===== src/common/csc_pkg.sv =====
// Constants and types shared by the codec serial control block
package csc_pkg;

  // ==========================================================================
  // Control word layout
  localparam int WORD_BITS = 16;
  localparam int ADDR_HI = 10;
  localparam int ADDR_LO = 9;
  localparam int COMMIT_BIT = 8;
  localparam int GAIN_MSB = 7;

  // ==========================================================================
  // Register addresses
  localparam logic [1:0] REG_LEFT = 2'h0;
  localparam logic [1:0] REG_RIGHT = 2'h1;
  localparam logic [1:0] REG_CONV = 2'h2;
  localparam logic [1:0] REG_FORMAT = 2'h3;

  // ==========================================================================
  // Converter control fields
  localparam int ADC_SLEEP_BIT = 8;
  localparam int HPF_SKIP_BIT = 7;
  localparam int DAC_SLEEP_BIT = 6;
  localparam int COMMON_GAIN_BIT = 5;
  localparam int ZERO_DET_BIT = 4;
  localparam int MIDSCALE_BIT = 3;
  localparam int DEEMPH_HI = 2;
  localparam int DEEMPH_LO = 1;
  localparam int FADE_BIT = 0;

  // ==========================================================================
  // Format control fields
  localparam int ECHO_BIT = 5;
  localparam int LAYOUT_HI = 3;
  localparam int LAYOUT_LO = 2;
  localparam int POL_BIT = 1;

  // ==========================================================================
  // Reset values and codes
  localparam logic [7:0] GAIN_RST = 8'hff;
  localparam logic [7:0] GAIN_MUTE = 8'h00;
  localparam logic [1:0] DEEMPH_441 = 2'h0;
  localparam logic [1:0] DEEMPH_OFF = 2'h1;
  localparam logic [1:0] DEEMPH_48 = 2'h2;
  localparam logic [1:0] DEEMPH_32 = 2'h3;
  localparam logic [1:0] LAYOUT_RJ16 = 2'h0;
  localparam logic [1:0] LAYOUT_I2S = 2'h3;

  // ==========================================================================
  // Timing counts, in bit-clock cycles
  localparam int ZERO_RUN_LEN = 65536;
  localparam int ZERO_CNT_W = 17;

  typedef enum logic [1:0] {
    DAC_RUN,
    DAC_MIDSCALE,
    DAC_GROUND
  } csc_dac_mode_t;

endpackage : csc_pkg


===== src/common/csc_word_if.sv =====
// Carrier for received control words between receiver and core
`timescale 1ns/100ps
interface csc_word_if;
  logic valid;
  logic [15:0] word;

  modport rx (
    output valid,
    output word
  );
  modport core (
    input valid,
    input word
  );
endinterface : csc_word_if


===== src/rtl/csc_serial_rx.sv =====
// Three-wire serial receiver for 16-bit control words
`timescale 1ns/100ps
module csc_serial_rx
  import csc_pkg::*;
(
  input wire logic core_clk,
  input wire logic rst,
  input wire logic ctl_shift_clock,
  input wire logic ctl_serial_in,
  input wire logic ctl_latch_strobe,
  csc_word_if.rx out
);

  logic [2:0] sync_a;
  logic [2:0] sync_b;
  logic clk_q;
  logic strobe_q;
  logic [15:0] shifter;
  logic [15:0] next_shifter;
  logic valid;
  logic next_valid;
  logic [15:0] word;
  logic [15:0] next_word;

  // ==========================================================================
  // Pin synchronisers; only the second stage is read
  always_ff @(posedge core_clk) begin
    sync_a <= {ctl_latch_strobe, ctl_serial_in, ctl_shift_clock};
    sync_b <= sync_a;
  end

  // ==========================================================================
  // Shift and latch
  always_comb begin
    next_shifter = shifter;
    next_valid = 1'b0;
    next_word = word;
    if (sync_b[0] && !clk_q) begin
      next_shifter = {shifter[14:0], sync_b[1]};
    end
    if (sync_b[2] && !strobe_q) begin
      next_valid = 1'b1;
      next_word = shifter;
    end
  end

  always_ff @(posedge core_clk) begin
    if (rst) begin
      clk_q <= 1'b0;
      strobe_q <= 1'b0;
      shifter <= 16'h0000;
      valid <= 1'b0;
      word <= 16'h0000;
    end else begin
      clk_q <= sync_b[0];
      strobe_q <= sync_b[2];
      shifter <= next_shifter;
      valid <= next_valid;
      word <= next_word;
    end
  end

  assign out.valid = valid;
  assign out.word = word;

endmodule : csc_serial_rx


===== src/rtl/csc_zero_run.sv =====
// Counts consecutive zero data bits, one per rising bit-clock edge
`timescale 1ns/100ps
module csc_zero_run
  import csc_pkg::*;
#(
  parameter int RUN_LEN = ZERO_RUN_LEN
) (
  input wire logic core_clk,
  input wire logic rst,
  input wire logic bit_tick,
  input wire logic data_bit,
  output logic zero_run
);

  logic [ZERO_CNT_W-1:0] count;
  logic [ZERO_CNT_W-1:0] next_count;
  logic next_zero_run;

  // ==========================================================================
  // Saturating run counter; any one bit restarts it
  always_comb begin
    next_count = count;
    if (bit_tick) begin
      if (data_bit) begin
        next_count = '0;
      end else if (count != ZERO_CNT_W'(RUN_LEN)) begin
        next_count = count + 1'b1;
      end
    end
    next_zero_run = (next_count == ZERO_CNT_W'(RUN_LEN));
  end

  always_ff @(posedge core_clk) begin
    if (rst) begin
      count <= '0;
      zero_run <= 1'b0;
    end else begin
      count <= next_count;
      zero_run <= next_zero_run;
    end
  end

endmodule : csc_zero_run


===== src/rtl/csc_ctrl_top.sv =====
// Serial control register bank of a stereo audio codec
`timescale 1ns/100ps
module csc_ctrl_top
  import csc_pkg::*;
#(
  parameter int ZERO_RUN_CYCLES = ZERO_RUN_LEN
) (
  input wire logic core_clk,
  input wire logic rst,
  input wire logic ctl_shift_clock,
  input wire logic ctl_serial_in,
  input wire logic ctl_latch_strobe,
  input wire logic bit_clock_in,
  input wire logic word_clock_in,
  input wire logic dac_serial_in,
  input wire logic adc_data_raw,
  output logic adc_serial_out,
  output logic [7:0] left_level,
  output logic [7:0] right_level,
  output logic adc_sleep,
  output logic hpf_skip,
  output logic dac_sleep,
  output logic [1:0] deemph_select,
  output logic [1:0] word_layout_sel,
  output logic adc_to_dac_echo,
  output logic left_phase,
  output csc_pkg::csc_dac_mode_t dac_out_mode,
  output logic amp_disconnect,
  output logic zero_flag_n_o,
  output logic zero_flag_n_oe
);

  import csc_pkg::*;

  csc_word_if wbus ();

  logic [2:0] pin_a;
  logic [2:0] pin_b;
  logic bclk_q;
  logic wclk_q;
  logic bit_tick;
  logic word_tick;
  logic zero_run;

  logic [7:0] left_code;
  logic [7:0] right_code;
  logic [7:0] left_applied;
  logic [7:0] right_applied;
  logic common_gain_sel;
  logic zero_run_detect;
  logic dac_force_midscale;
  logic quiet_fade_ctl;
  logic echo_req;
  logic word_clock_polarity;

  logic [7:0] next_left_code;
  logic [7:0] next_right_code;
  logic [7:0] next_left_applied;
  logic [7:0] next_right_applied;
  logic next_adc_sleep;
  logic next_hpf_skip;
  logic next_dac_sleep;
  logic next_common_gain_sel;
  logic next_zero_run_detect;
  logic next_dac_force_midscale;
  logic [1:0] next_deemph_select;
  logic next_quiet_fade_ctl;
  logic next_echo_req;
  logic [1:0] next_word_layout_sel;
  logic next_word_clock_polarity;

  logic [7:0] next_left_level;
  logic [7:0] next_right_level;
  logic [7:0] left_target;
  logic [7:0] right_target;
  logic next_adc_serial_out;
  logic next_adc_to_dac_echo;
  logic next_left_phase;
  csc_dac_mode_t next_dac_out_mode;
  logic next_amp_disconnect;

  // ==========================================================================
  // Control word receiver
  // serial port only
  csc_serial_rx u_rx (
    .core_clk(core_clk),
    .rst(rst),
    .ctl_shift_clock(ctl_shift_clock),
    .ctl_serial_in(ctl_serial_in),
    .ctl_latch_strobe(ctl_latch_strobe),
    .out(wbus)
  );

  // ==========================================================================
  // Audio clock and data synchronisers
  always_ff @(posedge core_clk) begin
    pin_a <= {dac_serial_in, word_clock_in, bit_clock_in};
    pin_b <= pin_a;
  end

  always_ff @(posedge core_clk) begin
    if (rst) begin
      // Load the pin level so no false edge follows reset
      bclk_q <= pin_b[0];
      wclk_q <= pin_b[1];
    end else begin
      bclk_q <= pin_b[0];
      wclk_q <= pin_b[1];
    end
  end

  assign bit_tick = pin_b[0] && !bclk_q;
  assign word_tick = pin_b[1] && !wclk_q;

  // ==========================================================================
  // Zero-run detector on the DAC input stream
  // zero run count
  csc_zero_run #(
    .RUN_LEN(ZERO_RUN_CYCLES)
  ) u_zero (
    .core_clk(core_clk),
    .rst(rst),
    .bit_tick(bit_tick),
    .data_bit(pin_b[2]),
    .zero_run(zero_run)
  );

  // ==========================================================================
  // Register writes
  always_comb begin
    next_left_code = left_code;
    next_right_code = right_code;
    next_left_applied = left_applied;
    next_right_applied = right_applied;
    next_adc_sleep = adc_sleep;
    next_hpf_skip = hpf_skip;
    next_dac_sleep = dac_sleep;
    next_common_gain_sel = common_gain_sel;
    next_zero_run_detect = zero_run_detect;
    next_dac_force_midscale = dac_force_midscale;
    next_deemph_select = deemph_select;
    next_quiet_fade_ctl = quiet_fade_ctl;
    next_echo_req = echo_req;
    next_word_layout_sel = word_layout_sel;
    next_word_clock_polarity = word_clock_polarity;
    if (wbus.valid) begin
      unique case (wbus.word[ADDR_HI:ADDR_LO])
        REG_LEFT: begin
          next_left_code = wbus.word[GAIN_MSB:0];
        end
        REG_RIGHT: begin
          next_right_code = wbus.word[GAIN_MSB:0];
        end
        REG_CONV: begin
          next_adc_sleep = wbus.word[ADC_SLEEP_BIT];
          next_hpf_skip = wbus.word[HPF_SKIP_BIT];
          next_dac_sleep = wbus.word[DAC_SLEEP_BIT];
          next_common_gain_sel = wbus.word[COMMON_GAIN_BIT];
          next_zero_run_detect = wbus.word[ZERO_DET_BIT];
          next_dac_force_midscale = wbus.word[MIDSCALE_BIT];
          next_deemph_select = wbus.word[DEEMPH_HI:DEEMPH_LO];
          next_quiet_fade_ctl = wbus.word[FADE_BIT];
        end
        REG_FORMAT: begin
          next_echo_req = wbus.word[ECHO_BIT];
          next_word_layout_sel = wbus.word[LAYOUT_HI:LAYOUT_LO];
          next_word_clock_polarity = wbus.word[POL_BIT];
        end
      endcase
      if (wbus.word[ADDR_HI] == 1'b0 && wbus.word[COMMIT_BIT]) begin
        next_left_applied = next_left_code;
        next_right_applied = next_right_code;
      end
    end
  end

  always_ff @(posedge core_clk) begin
    if (rst) begin
      left_code <= GAIN_RST;
      right_code <= GAIN_RST;
      left_applied <= GAIN_RST;
      right_applied <= GAIN_RST;
      adc_sleep <= 1'b0;
      hpf_skip <= 1'b0;
      dac_sleep <= 1'b0;
      common_gain_sel <= 1'b0;
      zero_run_detect <= 1'b0;
      dac_force_midscale <= 1'b0;
      deemph_select <= DEEMPH_OFF;
      quiet_fade_ctl <= 1'b0;
      echo_req <= 1'b0;
      word_layout_sel <= LAYOUT_RJ16;
      word_clock_polarity <= 1'b0;
    end else begin
      left_code <= next_left_code;
      right_code <= next_right_code;
      left_applied <= next_left_applied;
      right_applied <= next_right_applied;
      adc_sleep <= next_adc_sleep;
      hpf_skip <= next_hpf_skip;
      dac_sleep <= next_dac_sleep;
      common_gain_sel <= next_common_gain_sel;
      zero_run_detect <= next_zero_run_detect;
      dac_force_midscale <= next_dac_force_midscale;
      deemph_select <= next_deemph_select;
      quiet_fade_ctl <= next_quiet_fade_ctl;
      echo_req <= next_echo_req;
      word_layout_sel <= next_word_layout_sel;
      word_clock_polarity <= next_word_clock_polarity;
    end
  end

  // ==========================================================================
  // Level ramp, one code step per sample period
  // Stepping instead of jumping keeps mute and gain changes click-free
  always_comb begin
    left_target = left_applied;
    right_target = common_gain_sel ? left_applied : right_applied;
    if (quiet_fade_ctl) begin
      left_target = GAIN_MUTE;
      right_target = GAIN_MUTE;
    end
    next_left_level = left_level;
    next_right_level = right_level;
    if (word_tick) begin
      if (left_level < left_target) begin
        next_left_level = left_level + 8'h01;
      end else if (left_level > left_target) begin
        next_left_level = left_level - 8'h01;
      end
      if (right_level < right_target) begin
        next_right_level = right_level + 8'h01;
      end else if (right_level > right_target) begin
        next_right_level = right_level - 8'h01;
      end
    end
  end

  // ==========================================================================
  // Converter and format outputs
  always_comb begin
    next_adc_serial_out = adc_sleep ? 1'b0 : adc_data_raw;
    next_adc_to_dac_echo = echo_req && (word_layout_sel != LAYOUT_I2S);
    if (word_layout_sel == LAYOUT_I2S) begin
      next_left_phase = !pin_b[1];
    end else begin
      next_left_phase = pin_b[1] ^ word_clock_polarity;
    end
    next_amp_disconnect = zero_run_detect && zero_run;
    if (dac_sleep) begin
      next_dac_out_mode = DAC_GROUND;
    end else if (dac_force_midscale || next_amp_disconnect) begin
      next_dac_out_mode = DAC_MIDSCALE;
    end else begin
      next_dac_out_mode = DAC_RUN;
    end
  end

  always_ff @(posedge core_clk) begin
    if (rst) begin
      left_level <= GAIN_RST;
      right_level <= GAIN_RST;
      adc_serial_out <= 1'b0;
      adc_to_dac_echo <= 1'b0;
      left_phase <= 1'b0;
      amp_disconnect <= 1'b0;
      dac_out_mode <= DAC_RUN;
    end else begin
      left_level <= next_left_level;
      right_level <= next_right_level;
      adc_serial_out <= next_adc_serial_out;
      adc_to_dac_echo <= next_adc_to_dac_echo;
      left_phase <= next_left_phase;
      amp_disconnect <= next_amp_disconnect;
      dac_out_mode <= next_dac_out_mode;
    end
  end

  // Open-drain zero flag pulls low while the run is complete
  assign zero_flag_n_o = 1'b0;
  assign zero_flag_n_oe = zero_run;

endmodule : csc_ctrl_top


===== config.mk =====
export PLATFORM = sky130hd
export DESIGN_NAME = csc_ctrl_top
export DESIGN_NICKNAME = d
export VERILOG_FILES = /design/src/common/csc_pkg.sv /design/src/common/csc_word_if.sv /design/src/rtl/csc_serial_rx.sv /design/src/rtl/csc_zero_run.sv /design/src/rtl/csc_ctrl_top.sv
export SDC_FILE = /design/constraint.sdc
export NUM_CORES = 1
export LEC_CHECK = 0
export BUFFER_PORTS_ARGS = -buffer_cell sky130_fd_sc_hd__buf_2
export CORE_ASPECT_RATIO = 0.6
export CORE_MARGIN = 3
export CORE_UTILIZATION = 34
export DETAILED_ROUTE_END_ITERATION = 7
export SETUP_SLACK_MARGIN = 0.15
export SYNTH_ARGS = -nofsm -noshare
export SYNTH_HDL_FRONTEND = slang
export SYNTH_SLANG_ARGS = --single-unit

===== constraint.sdc =====
create_clock -name core_clk -period 3.4 [get_ports core_clk]
set_clock_uncertainty 0.2 [all_clocks]
set_input_delay 0.85 -clock core_clk [delete_from_list [all_inputs] [get_ports core_clk]]
set_output_delay 0.85 -clock core_clk [all_outputs]
set_load 0.01 [all_outputs]

==> qor.csv, run 1 <==
stage,metric,value,unit
logic_synthesis,number of synthesized flops with an enable pin,0,
final_layout,ANT cells,0,
logic_synthesis,"Seq/Total Area, Yosys",42.8,%
clock_network,CTS tree,yes,
sta,final setup fails,0,
global_routing,largest net degree at the start of global routing,50,
global_routing,All-Layer GR Usage,15.2,%
logic_synthesis,"Distinct cells, synth",51,
logic_synthesis,Synth top area share,42.8,%
route,routed vias/inst,4.90,
floorplanning,die height,107,µm
global_routing,first-pass GRT wire length,22800,µm
placed_design,Post-DP HPWL,9450,µm
final_layout,"Core Util, Final",44.4,%
setup_path,critical path's slowest cell,dfxtp_4,
logic_synthesis,Seq cells post-synth,124,
final_layout,area of the multi-input gates,3450,µm²
logic_synthesis,cell taking the most area after synthesis,dfxtp_1,
sta,final hold viol count,0,
logic_synthesis,Gate Count Post-Synth,675,
clock_network,CTS Buf Count,17,
sta,maximum achievable frequency,0.303,GHz
final_layout,Reg area,2490,µm²
final_layout,Layout area overhead,26.2,%
final_layout,fin nets,771,
placed_design,Port Buffer Count,38,
sta,fin crit period,3.30,ns
route,via count,4752,
power_and_ir_drop,Pwr per Cell Area,827,nW/µm²
floorplanning,core area,16500,µm²
setup_path,crit-path max FO,6,
logic_synthesis,Commonest cells post-synth,"dfxtp_1 (124), nand2_1 (117), a21oi_1 (53)",
job,Max Cap Violations,0,
setup_path,critical path class,reg2reg,
sta,actual slew at the worst max-slew pin,0.873,ns
final_layout,share of cells above drive strength 1,22.1,%
placed_design,placed cell count,925,
sta,Tcrit/Tclk final,97.0,%
run_status,status,"complete, no violations",
clock_network,clock-pin slew on the worst setup and hold paths,0.06,ns
placed_design,Placer Congestion,0.855,
power_and_ir_drop,worst IR drop on VDD,0.557,mV
floorplanning,row cnt,36,
logic_synthesis,Mapped Avg Cell Area,8.59,µm²
logic_synthesis,most frequent cell after synthesis,dfxtp_1,
floorplanning,Initial Util,35.2,%
setup_path,CP max stage delay,0.36,ns
setup_path,Worst Path Required,3.54,ns
logic_synthesis,Post-Synthesis Cell Area,5800,µm²
route,DR iter-0 viols,408,
logic_synthesis,syn nets,716,
route,Remaining DRCs,0,
route,drt pass-1 iters,5,
final_layout,fin area,7320,µm²
setup_path,CP cell instances,"mux2i_1, or2_4, ha_4, nor2b_4, o211ai_1, a21oi_2, or2_4, ha_4, a21oi_4, o211ai_1, o41ai_2, nor3_1, o21ai_1, mux2i_1",
clock_network,Clock Latency Late Sink,0.41,ns
setup_path,CP Capture Type,flop,
final_layout,Finished Layout Cells,969,
setup_path,CP Launch Type,flop,
clock_network,clock root cell,clkbuf_16,
logic_synthesis,largest cells by area after synthesis,"dfxtp_1 (43%), nand2_1 (7.6%), ha_1 (6.5%)",
final_layout,number of fill cells,1602,
floorplanning,Total Die Area,18700,µm²
setup_path,Critical Path AT,3.44,ns
power_and_ir_drop,leakage power,2.97,nW
floorplanning,die width,175,µm
sta,RSZ-0062 raised after global routing,yes,
clock_network,clock sinks,124,
sta,Slew headroom,41.8,%
route,Routed Antenna Nets,0,
route,drt wl/cell,14.2,µm
floorplanning,I/O Pins,40,
clock_network,H-tree depth reported by CTS,4,
logic_synthesis,asr flop ratio synth,0,%
sta,fin. max-slew vios,0,
placed_design,DP Area,6460,µm²
route,DRT Wirelength,13800,µm
global_routing,initial antenna violation count,0,
global_routing,vias in the first global route,4397,
min_path,Hold WC Path Type,reg2reg,
sta,setup total negative slack,0,ns
logic_synthesis,Synth Warn #,0,
power_and_ir_drop,total chip power,6.05,mW
clock_network,clock buffer depth,2,
logic_synthesis,most common flop cell mapped by yosys,dfxtp_1,
global_routing,total grt overflow,0,
## repair_timing
item,4_1_cts,5_1_grt
hold buffers,0,0
pin swaps,9,14
gates resized for setup,11,36
endpoints found under the setup margin,3,11
setup buffers,12,2
## worst paths after layout
check	cells after the start	to	from	slack (ns)
worst min-delay path	0	pin_b[0]$_DFF_P_	pin_a[0]$_DFF_P_	0.12
worst min register to register	0	pin_b[0]$_DFF_P_	pin_a[0]$_DFF_P_	0.12
worst max register to register	14	right_level[7]$_SDFFE_PP1P_	common_gain_sel$_SDFFE_PP0P_	0.10
worst max-delay path	14	right_level[7]$_SDFFE_PP1P_	common_gain_sel$_SDFFE_PP0P_	0.10
## metrics by stage
stage                     hold slack [ns]  setup slack (ns)
after floorplan                     0.110             0.137
after global placement              0.111            0.0685
after detailed placement            0.112            0.0145
after CTS                           0.123            0.0560
after global routing                0.128            -0.110
final                               0.121             0.104
## area by class of cell
| type | count | area share [%] |
|---|---|---|
| multi-input combinational | 505 | 47.2 |
| sequential | 124 | 34.0 |
| timing repair buffer | 73 | 6.86 |
| clock buffer | 17 | 5.81 |
| tap | 228 | 3.90 |
| clock inverter | 13 | 1.76 |
| inverter | 9 | 0.462 |
## logic make-up (layout without fill, tap and decap cells)
family	after synthesis	after routing	share of synthesized area, %
flip-flops	124	124	42.8
other	1	1	0.0647
XOR/XNOR	30	30	4.53
AO/OA/AOI/OAI	112	112	12.0
multiplexers	27	27	4.66
AND/OR/NAND/NOR	303	303	25.3
buffers and inverters	46	112	3.50
adder cells (fa/ha/maj)	32	32	7.16
## report_power, final
part           switching, mW  internal (mW)  total, mW
sequential             0.110           1.53       1.64
combinational           1.24           1.47       2.71
clock                  0.640           1.06       1.70
total                   1.99           4.07       6.05
## placed cells by master, fill, tap and decap left out, types with 9 or more instances in the layout
cell and count:
dfxtp_1 122, nand2_1 116, nand3_1 52, nor2_1 46, a21oi_1 43, buf_2 38, mux2i_1 27, buf_4 23
xnor2_1 19, nor3_1 17, clkbuf_16 17, ha_1 15, ha_4 15, o211ai_1 12, nor2b_1 11, o311ai_0 11
buf_6 11, nand2b_1 10, o21ai_0 10, xor2_1 10, inv_1 9, a21oi_2 9
## state kept, by name, summed over array words and instances (netlist names), 2 cells and up
signal and flops:
dac_out_mode 2, deemph_select 2, left_applied 8, left_code 8, left_level 8, pin_a 3
pin_b 3, right_applied 8, right_code 8, right_level 8, u_rx.out.word 11, u_rx.shifter 11
u_rx.sync_a 3, u_rx.sync_b 3, u_zero.count 17, word_layout_sel 2
## critical path, delay by kind of cell (launching register included)
kind                       cells  cell delay [ns]
and+or+nand+nor                4             0.78
adders and majority gates      2             0.46
AOI/OAI and AO/OA              6             1.15
muxes                          2             0.30
DFF                            1             0.36
## per-layer routing
layer  global-route usage [%]  wire length (µm)
met1                     23.3              7760
met4                     4.32               131
met3                     3.93               555
met2                     20.6              5340
met5                        0                 0
Note: power is estimated with default switching activity, not from simulation.
==> inputs of run 2 (changes only) <==
- ABC_AREA: not set -> 1
==> run 2 against run 1 <==
Effect of this change:
- global-route usage rose by 0.099 points
- fmax up 8.4%
- flip-flop and latch count is the same
- first-iteration DRC count decreased by 0.74%
- combinational power down 58%
- design area is 7.4% lower
- total power fell by 26%
- die area fell by 0.41%
- critical endpoint unchanged
- critical path depth is 1 higher
- non-clock buffer count down 27
- highest routed layer unchanged
- via count increased by 5.4%
==> qor.csv, run 2 <==
stage,metric,value,unit,change
route,Routed Antenna Nets,0,,unchanged
global_routing,vias in the first global route,4494,,+2.2%
clock_network,clock-pin slew on the worst setup and hold paths,0.06,ns,about the same
placed_design,Port Buffer Count,38,,unchanged
placed_design,Post-DP HPWL,9910,µm,+4.8%
final_layout,ANT cells,0,,unchanged
clock_network,clock root cell,clkbuf_16,,
logic_synthesis,number of synthesized flops with an enable pin,0,,unchanged
route,met1 WL,8160,µm,+5.2%
route,Remaining DRCs,0,,unchanged
floorplanning,Initial Util,35.1,%,-0.056 points
final_layout,Biggest register,u_zero.count,,
sta,Tcrit/Tclk final,89.5,%,-7.5 points
final_layout,most frequent cells in the layout,"nand2_1 (178), dfxtp_1 (122), nor2_1 (103)",,
sta,final hold viol count,0,,unchanged
final_layout,Finished Layout Cells,1069,,+10%
floorplanning,Total Die Area,18600,µm²,-0.41%
sta,maximum achievable frequency,0.329,GHz,+8.4%
run_status,status,"complete, no violations",,
clock_network,post-CTS setup buffer count,0,,-12
route,DR iter-0 viols,405,,-0.74%
final_layout,max FFs per register,17,,unchanged
route,top sig layer,met4,,
sta,fin. max-slew vios,0,,unchanged
route,drt pass-1 iters,4,,-1
sta,final setup fails,0,,unchanged
sta,setup total negative slack,0,ns,unchanged
clock_network,H-tree depth reported by CTS,4,,unchanged
route,drt wl/cell,13.1,µm,-7.9%
job,Max Cap Violations,0,,unchanged
route,met3 routed wirelength,667,µm,+20%
logic_synthesis,Synth top area share,43.0,%,+0.19 points
logic_synthesis,most frequent cell after synthesis,nand2_1,,
route,DRT Wirelength,14000,µm,+1.6%
clock_network,CTS Buf Count,17,,unchanged
floorplanning,I/O Pins,40,,unchanged
setup_path,Critical Path AT,3.13,ns,-0.31 ns
route,via count,5007,,+5.4%
power_and_ir_drop,worst IR drop on VDD,0.337,mV,-39%
logic_synthesis,Post-Synthesis Cell Area,5770,µm²,-0.43%
final_layout,Layout area overhead,17.4,%,
power_and_ir_drop,total chip power,4.49,mW,-26%
setup_path,crit-path max FO,11,,+5
sta,actual slew at the worst max-slew pin,1.03,ns,+0.154 ns
clock_network,clock sinks,124,,unchanged
global_routing,All-Layer GR Usage,15.3,%,+0.099 points
floorplanning,die width,174,µm,-0.21%
logic_synthesis,Gate Count Post-Synth,794,,+18%
logic_synthesis,Seq cells post-synth,124,,unchanged
floorplanning,die height,107,µm,-0.21%
power_and_ir_drop,leakage power,3.06,nW,+3.1%
route,routed vias/inst,4.68,,-4.5%
logic_synthesis,"Seq/Total Area, Yosys",43.0,%,+0.19 points
clock_network,Clock Latency Late Sink,0.42,ns,about the same
floorplanning,row cnt,36,,unchanged
setup_path,critical path class,reg2reg,,
clock_network,"Hold-fix buffers, CTS",0,,unchanged
logic_synthesis,Commonest cells post-synth,"nand2_1 (180), dfxtp_1 (124), nor2_1 (103)",,
setup_path,Worst Path Required,3.49,ns,-0.05 ns
placed_design,placed cell count,1037,,+12%
logic_synthesis,cell taking the most area after synthesis,dfxtp_1,,
logic_synthesis,most common flop cell mapped by yosys,dfxtp_1,,
logic_synthesis,largest cells by area after synthesis,"dfxtp_1 (43%), nand2_1 (12%), a21oi_1 (7.9%)",,
global_routing,total grt overflow,0,,unchanged
final_layout,share of cells above drive strength 1,13.2,%,-8.9 points
global_routing,initial antenna violation count,0,,unchanged
route,met2 routed WL,5050,µm,-5.5%
sta,RSZ-0062 raised after global routing,no,,
logic_synthesis,"Distinct cells, synth",32,,-37%
sta,Slew headroom,31.3,%,-11 points
logic_synthesis,syn nets,835,,+17%
setup_path,CP Capture Type,flop,,
placed_design,Placer Congestion,0.834,,-2.5%
final_layout,"most common cell after layout, fill and taps aside",nand2_1,,
logic_synthesis,Synth Warn #,0,,unchanged
floorplanning,core area,16400,µm²,-0.27%
global_routing,first-pass GRT wire length,22900,µm,+0.69%
clock_network,clock buffer depth,2,,unchanged
global_routing,largest net degree at the start of global routing,68,,+36%
clock_network,CTS tree,yes,,
logic_synthesis,asr flop ratio synth,0,%,unchanged
final_layout,fin area,6780,µm²,-7.4%
placed_design,DP Area,6180,µm²,-4.3%
setup_path,reg2reg path depth,15,,+1
power_and_ir_drop,Pwr per Cell Area,663,nW/µm²,-20%
setup_path,CP Launch Type,flop,,
sta,fin crit period,3.04,ns,-0.255 ns
final_layout,biggest regs,"u_zero.count x17, u_rx.out.word x11, u_rx.shifter x11",,
final_layout,fin nets,869,,+13%
logic_synthesis,Mapped Avg Cell Area,7.27,µm²,-15%
final_layout,"Core Util, Final",41.2,%,-3.2 points
min_path,Hold WC Path Type,reg2reg,,
min_path,hold path depth,0,,unchanged
run 2: cell count changes in the layout (fill, tap and decap cells not counted), moves of 13 or more:
| cell | change |
|---|---|
| mux2i_1 | -27 |
| nor3_1 | -13 |
| nor2_1 | +57 |
| o21ai_0 | +48 |
| inv_1 | +52 |
| ha_4 | -15 |
| a21oi_1 | +46 |
| buf_4 | -15 |
| ha_1 | +15 |
| nand2_1 | +62 |
run 2: path summary, 6_finish.rpt:
kind                                start                           to  slack, ns
max          common_gain_sel$_SDFFE_PP0P_  right_level[7]$_SDFFE_PP1P_       0.36
max reg2reg  common_gain_sel$_SDFFE_PP0P_  right_level[7]$_SDFFE_PP1P_       0.36
min reg2reg        u_rx.sync_a[2]$_DFF_P_       u_rx.sync_b[2]$_DFF_P_       0.13
min                u_rx.sync_a[2]$_DFF_P_       u_rx.sync_b[2]$_DFF_P_       0.13
run 2: cell type report:
type                       count  area [µm²]
fill                        1696        9660
multi-input combinational    572        2940
sequential                   124        2490
clock buffer                  17         425
tap                          228         285
inverter                      67         251
timing repair buffer          46         250
clock inverter                15         140
run 2: report_power, final:
group | switching (mW) | internal [mW] | leakage, nW
clock network | 0.722 | 1.01 | 0.267
registers | 0.0827 | 1.54 | 1.02
logic | 0.653 | 0.476 | 1.77
run 2: logic make-up (layout without fill, tap and decap cells):
family,count (synthesis),after routing,synth area share (%)
simple gates,362,362,26.5
xor+xnor,16,16,2.43
flops,124,124,43.0
other cells,1,1,0.0649
buf+inv,98,145,6.59
fa+ha+maj,32,32,7.19
compound gates,161,161,14.3
run 2: timing repair:
| item | 4_1_cts | 5_1_grt |
|---|---|---|
| gates cloned | 0 | 0 |
| gates resized for setup | 1 | 13 |
| endpoints found under the setup margin | 1 | 6 |
run 2: per-stage QoR:
step / setup WS [ns] / hold slack [ns]
2_1_floorplan: 0.329 / 0.110
3_3_place_gp: 0.161 / 0.115
4_1_cts: 0.189 / 0.130
6_report: 0.358 / 0.126
5_1_grt: 0.143 / 0.137
3_5_place_dp: 0.0754 / 0.112
run 2: layer usage:
layer	vias up	global-route usage (%)
met5	-	0
met1	2251	24.6
met2	84	19.7
li1	2659	-
met4	0	4.64
met3	13	3.26
run 2: worst max-delay path, cell delays in order, from the launching register on:
cell     delay [ns]
dfxtp_4        0.40
inv_1          0.13
o21ai_0        0.26
ha_1           0.29
nand2_1        0.07
inv_1          0.04
nor3_2         0.21
nand2_2        0.16
ha_1           0.36
a21oi_1        0.15
nand2_1        0.10
a21oi_2        0.17
o21ai_0        0.12
xnor2_1        0.14
nand2_1        0.06
nand3_1        0.07
==> inputs of run 3 (changes only) <==
- REMOVE_ABC_BUFFERS: not set -> 1
==> run 3 against run 2 <==
Effect of this change:
- die area stayed put
- clock power increased by 11%
- final cell count up 0.37%
- flip-flop and latch count unchanged
- largest cell class unchanged
- routed wire length is 0.76% lower
- hold slack worse by 0.0012 ns
- critical path depth did not move
- register-to-register slack better by 0.03 ns
- sequential power hardly changed
- combinational power is 5% higher
==> qor.csv, run 3 (synthesized netlist as in run 2, its figures left out) <==
stage,metric,value,unit,change
sta,setup total negative slack,0,ns,unchanged
final_layout,fin nets,873,,+0.46%
setup_path,CP cell instances,"inv_1, o21ai_0, ha_1, nand2_1, nor2_1, nor3_2, nand2_2, ha_1, a21oi_1, nand2_1, a21oi_2, o21ai_0, xnor2_1, nand2_1, nand3_1",,
final_layout,Layout area overhead,19.3,%,
route,DRT Wirelength,13900,µm,-0.76%
global_routing,first-pass GRT wire length,23300,µm,+1.6%
global_routing,vias in the first global route,4493,,-0.022%
final_layout,"most common cell after layout, fill and taps aside",nand2_1,,
clock_network,Clock Latency Late Sink,0.41,ns,about the same
route,drt wl/cell,12.9,µm,-1.1%
setup_path,reg2reg end,right_level[7]$_SDFFE_PP1P_,,
final_layout,Finished Layout Cells,1073,,+0.37%
floorplanning,die height,107,µm,unchanged
global_routing,largest net degree at the start of global routing,68,,unchanged
final_layout,biggest regs,"u_zero.count x17, u_rx.out.word x11, u_rx.shifter x11",,
setup_path,Worst Setup SP,common_gain_sel$_SDFFE_PP0P_,,
final_layout,Biggest register,u_zero.count,,
setup_path,reg2reg setup slack,0.39,ns,+0.03 ns
floorplanning,I/O Pins,40,,unchanged
power_and_ir_drop,leakage power,3.12,nW,+1.8%
final_layout,max FFs per register,17,,unchanged
min_path,hold path depth,0,,unchanged
sta,fin crit period,3.01,ns,-0.0314 ns
floorplanning,core area,16400,µm²,unchanged
clock_network,"Hold-fix buffers, CTS",0,,unchanged
final_layout,share of cells above drive strength 1,13.6,%,+0.41 points
final_layout,"Core Util, Final",41.9,%,+0.67 points
clock_network,H-tree depth reported by CTS,4,,unchanged
power_and_ir_drop,Pwr per Cell Area,688,nW/µm²,+3.8%
clock_network,clock buffer depth,2,,unchanged
route,drt pass-1 iters,5,,+1
sta,actual slew at the worst max-slew pin,1.07,ns,+0.0420 ns
setup_path,CP Launch Type,flop,,
setup_path,reg2reg path depth,15,,unchanged
clock_network,clock-pin slew on the worst setup and hold paths,0.06,ns,about the same
final_layout,most frequent cells in the layout,"nand2_1 (178), dfxtp_1 (123), nor2_1 (103)",,
setup_path,critical path class,reg2reg,,
setup_path,worst r2r src,common_gain_sel$_SDFFE_PP0P_,,
clock_network,CTS tree,yes,,
setup_path,CP max stage delay,0.40,ns,about the same
power_and_ir_drop,total chip power,4.74,mW,+5.5%
floorplanning,Total Die Area,18600,µm²,unchanged
route,DR iter-0 viols,228,,-44%
min_path,Hold WC Path Type,reg2reg,,
final_layout,ANT cells,0,,unchanged
clock_network,CTS Buf Count,17,,unchanged
sta,maximum achievable frequency,0.332,GHz,+1.0%
sta,fin. max-slew vios,0,,unchanged
route,via count,5070,,+1.3%
setup_path,end point of the critical path,right_level[7]$_SDFFE_PP1P_,,
floorplanning,row cnt,36,,unchanged
setup_path,Worst Path Required,3.47,ns,-0.02 ns
placed_design,placed cell count,1036,,-0.096%
setup_path,crit-path max FO,11,,unchanged
sta,Slew headroom,28.5,%,-2.8 points
global_routing,All-Layer GR Usage,15.5,%,+0.21 points
setup_path,critical path's slowest cell,dfxtp_4,,
job,Max Cap Violations,0,,unchanged
sta,final hold viol count,0,,unchanged
route,routed vias/inst,4.73,,+0.88%
run_status,status,"complete, no violations",,
setup_path,CP Capture Type,flop,,
placed_design,Post-DP HPWL,9720,µm,-1.9%
route,Routed Antenna Nets,0,,unchanged
clock_network,clock sinks,124,,unchanged
sta,RSZ-0062 raised after global routing,no,,
setup_path,CP most frequent cell,nand2_1,,
sta,Tcrit/Tclk final,88.5,%,-0.92 points
sta,final setup fails,0,,unchanged
floorplanning,Initial Util,35.1,%,unchanged
floorplanning,die width,174,µm,unchanged
route,Remaining DRCs,0,,unchanged
global_routing,initial antenna violation count,0,,unchanged
placed_design,Port Buffer Count,38,,unchanged
clock_network,clock root cell,clkbuf_16,,
global_routing,total grt overflow,0,,unchanged
power_and_ir_drop,worst IR drop on VDD,0.300,mV,-11%
placed_design,Placer Congestion,0.842,,+0.98%
setup_path,Critical Path AT,3.08,ns,-0.05 ns
## run 3: cell types whose count changed in the layout (fill, tap and decap cells not counted), sizes merged
cell,previous run,this run
inv,69,67
buf,46,50
clkbuf,17,19
bufinv,1,4
clkinv,8,7
clkinvlp,4,2
## run 3: stage by stage
| step | hold slack [ns] | area (µm²) | setup WS (ns) |
|---|---|---|---|
| detailed placement | 0.112 | 6170 | -0.0318 |
| floorplan | 0.110 | 5650 | 0.380 |
| global placement | 0.111 | 6170 | 0.106 |
| CTS | 0.127 | 6810 | 0.167 |
| finish | 0.125 | 6890 | 0.390 |
| global route | 0.129 | 6890 | 0.113 |
## run 3: critical path, delay by kind of cell, from the launching register on
family	cells	cell delay, ns
xor gates and xnor gates	1	0.15
AOI/OAI and AO/OA	4	0.67
adders and majority gates	2	0.62
DFF	1	0.40
buffers and inverters	1	0.12
and+or+nand+nor	7	0.74
## run 3: metal layers
layer	global-route usage (%)	vias up	part of all wire (%)
li1	-	2668	-
met1	25.0	2281	58
met2	19.9	111	37
met3	3.64	10	4.7
met4	4.19	0	0.68
met5	0	-	0
## run 3: worst min-delay path by stage
stage	from	slack, ns	endpoint
after global placement	pin_a[2]$_DFF_P_	0.11	pin_b[2]$_DFF_P_
after detailed placement	pin_a[1]$_DFF_P_	0.11	pin_b[1]$_DFF_P_
after global routing	u_rx.sync_a[2]$_DFF_P_	0.13	u_rx.sync_b[2]$_DFF_P_
final	u_rx.sync_a[2]$_DFF_P_	0.12	u_rx.sync_b[2]$_DFF_P_
after CTS	pin_a[1]$_DFF_P_	0.13	pin_b[1]$_DFF_P_
after floorplan	pin_a[0]$_DFF_P_	0.11	pin_b[0]$_DFF_P_
## run 3: cell type report
class / instances / area (µm²)
inverters: 67 / 251
multi-input cells: 572 / 2950
fillers: 1689 / 9550
well taps: 228 / 285
clock buffers: 19 / 443
repair buffers: 50 / 280
clock inverters: 13 / 189
flip-flops and latches: 124 / 2490
## run 3: timing repair
action | 4_1_cts | 5_1_grt
buffers inserted | 0 | 5
pin swaps | 0 | 2
setup endpoints to repair | 3 | 6
resized for setup | 2 | 13
## run 3: report_power, final
group	internal [mW]	switching, mW	total [mW]	leakage, nW
clock network	1.25	0.673	1.93	0.304
logic	0.516	0.672	1.19	1.79
registers	1.54	0.0828	1.63	1.02
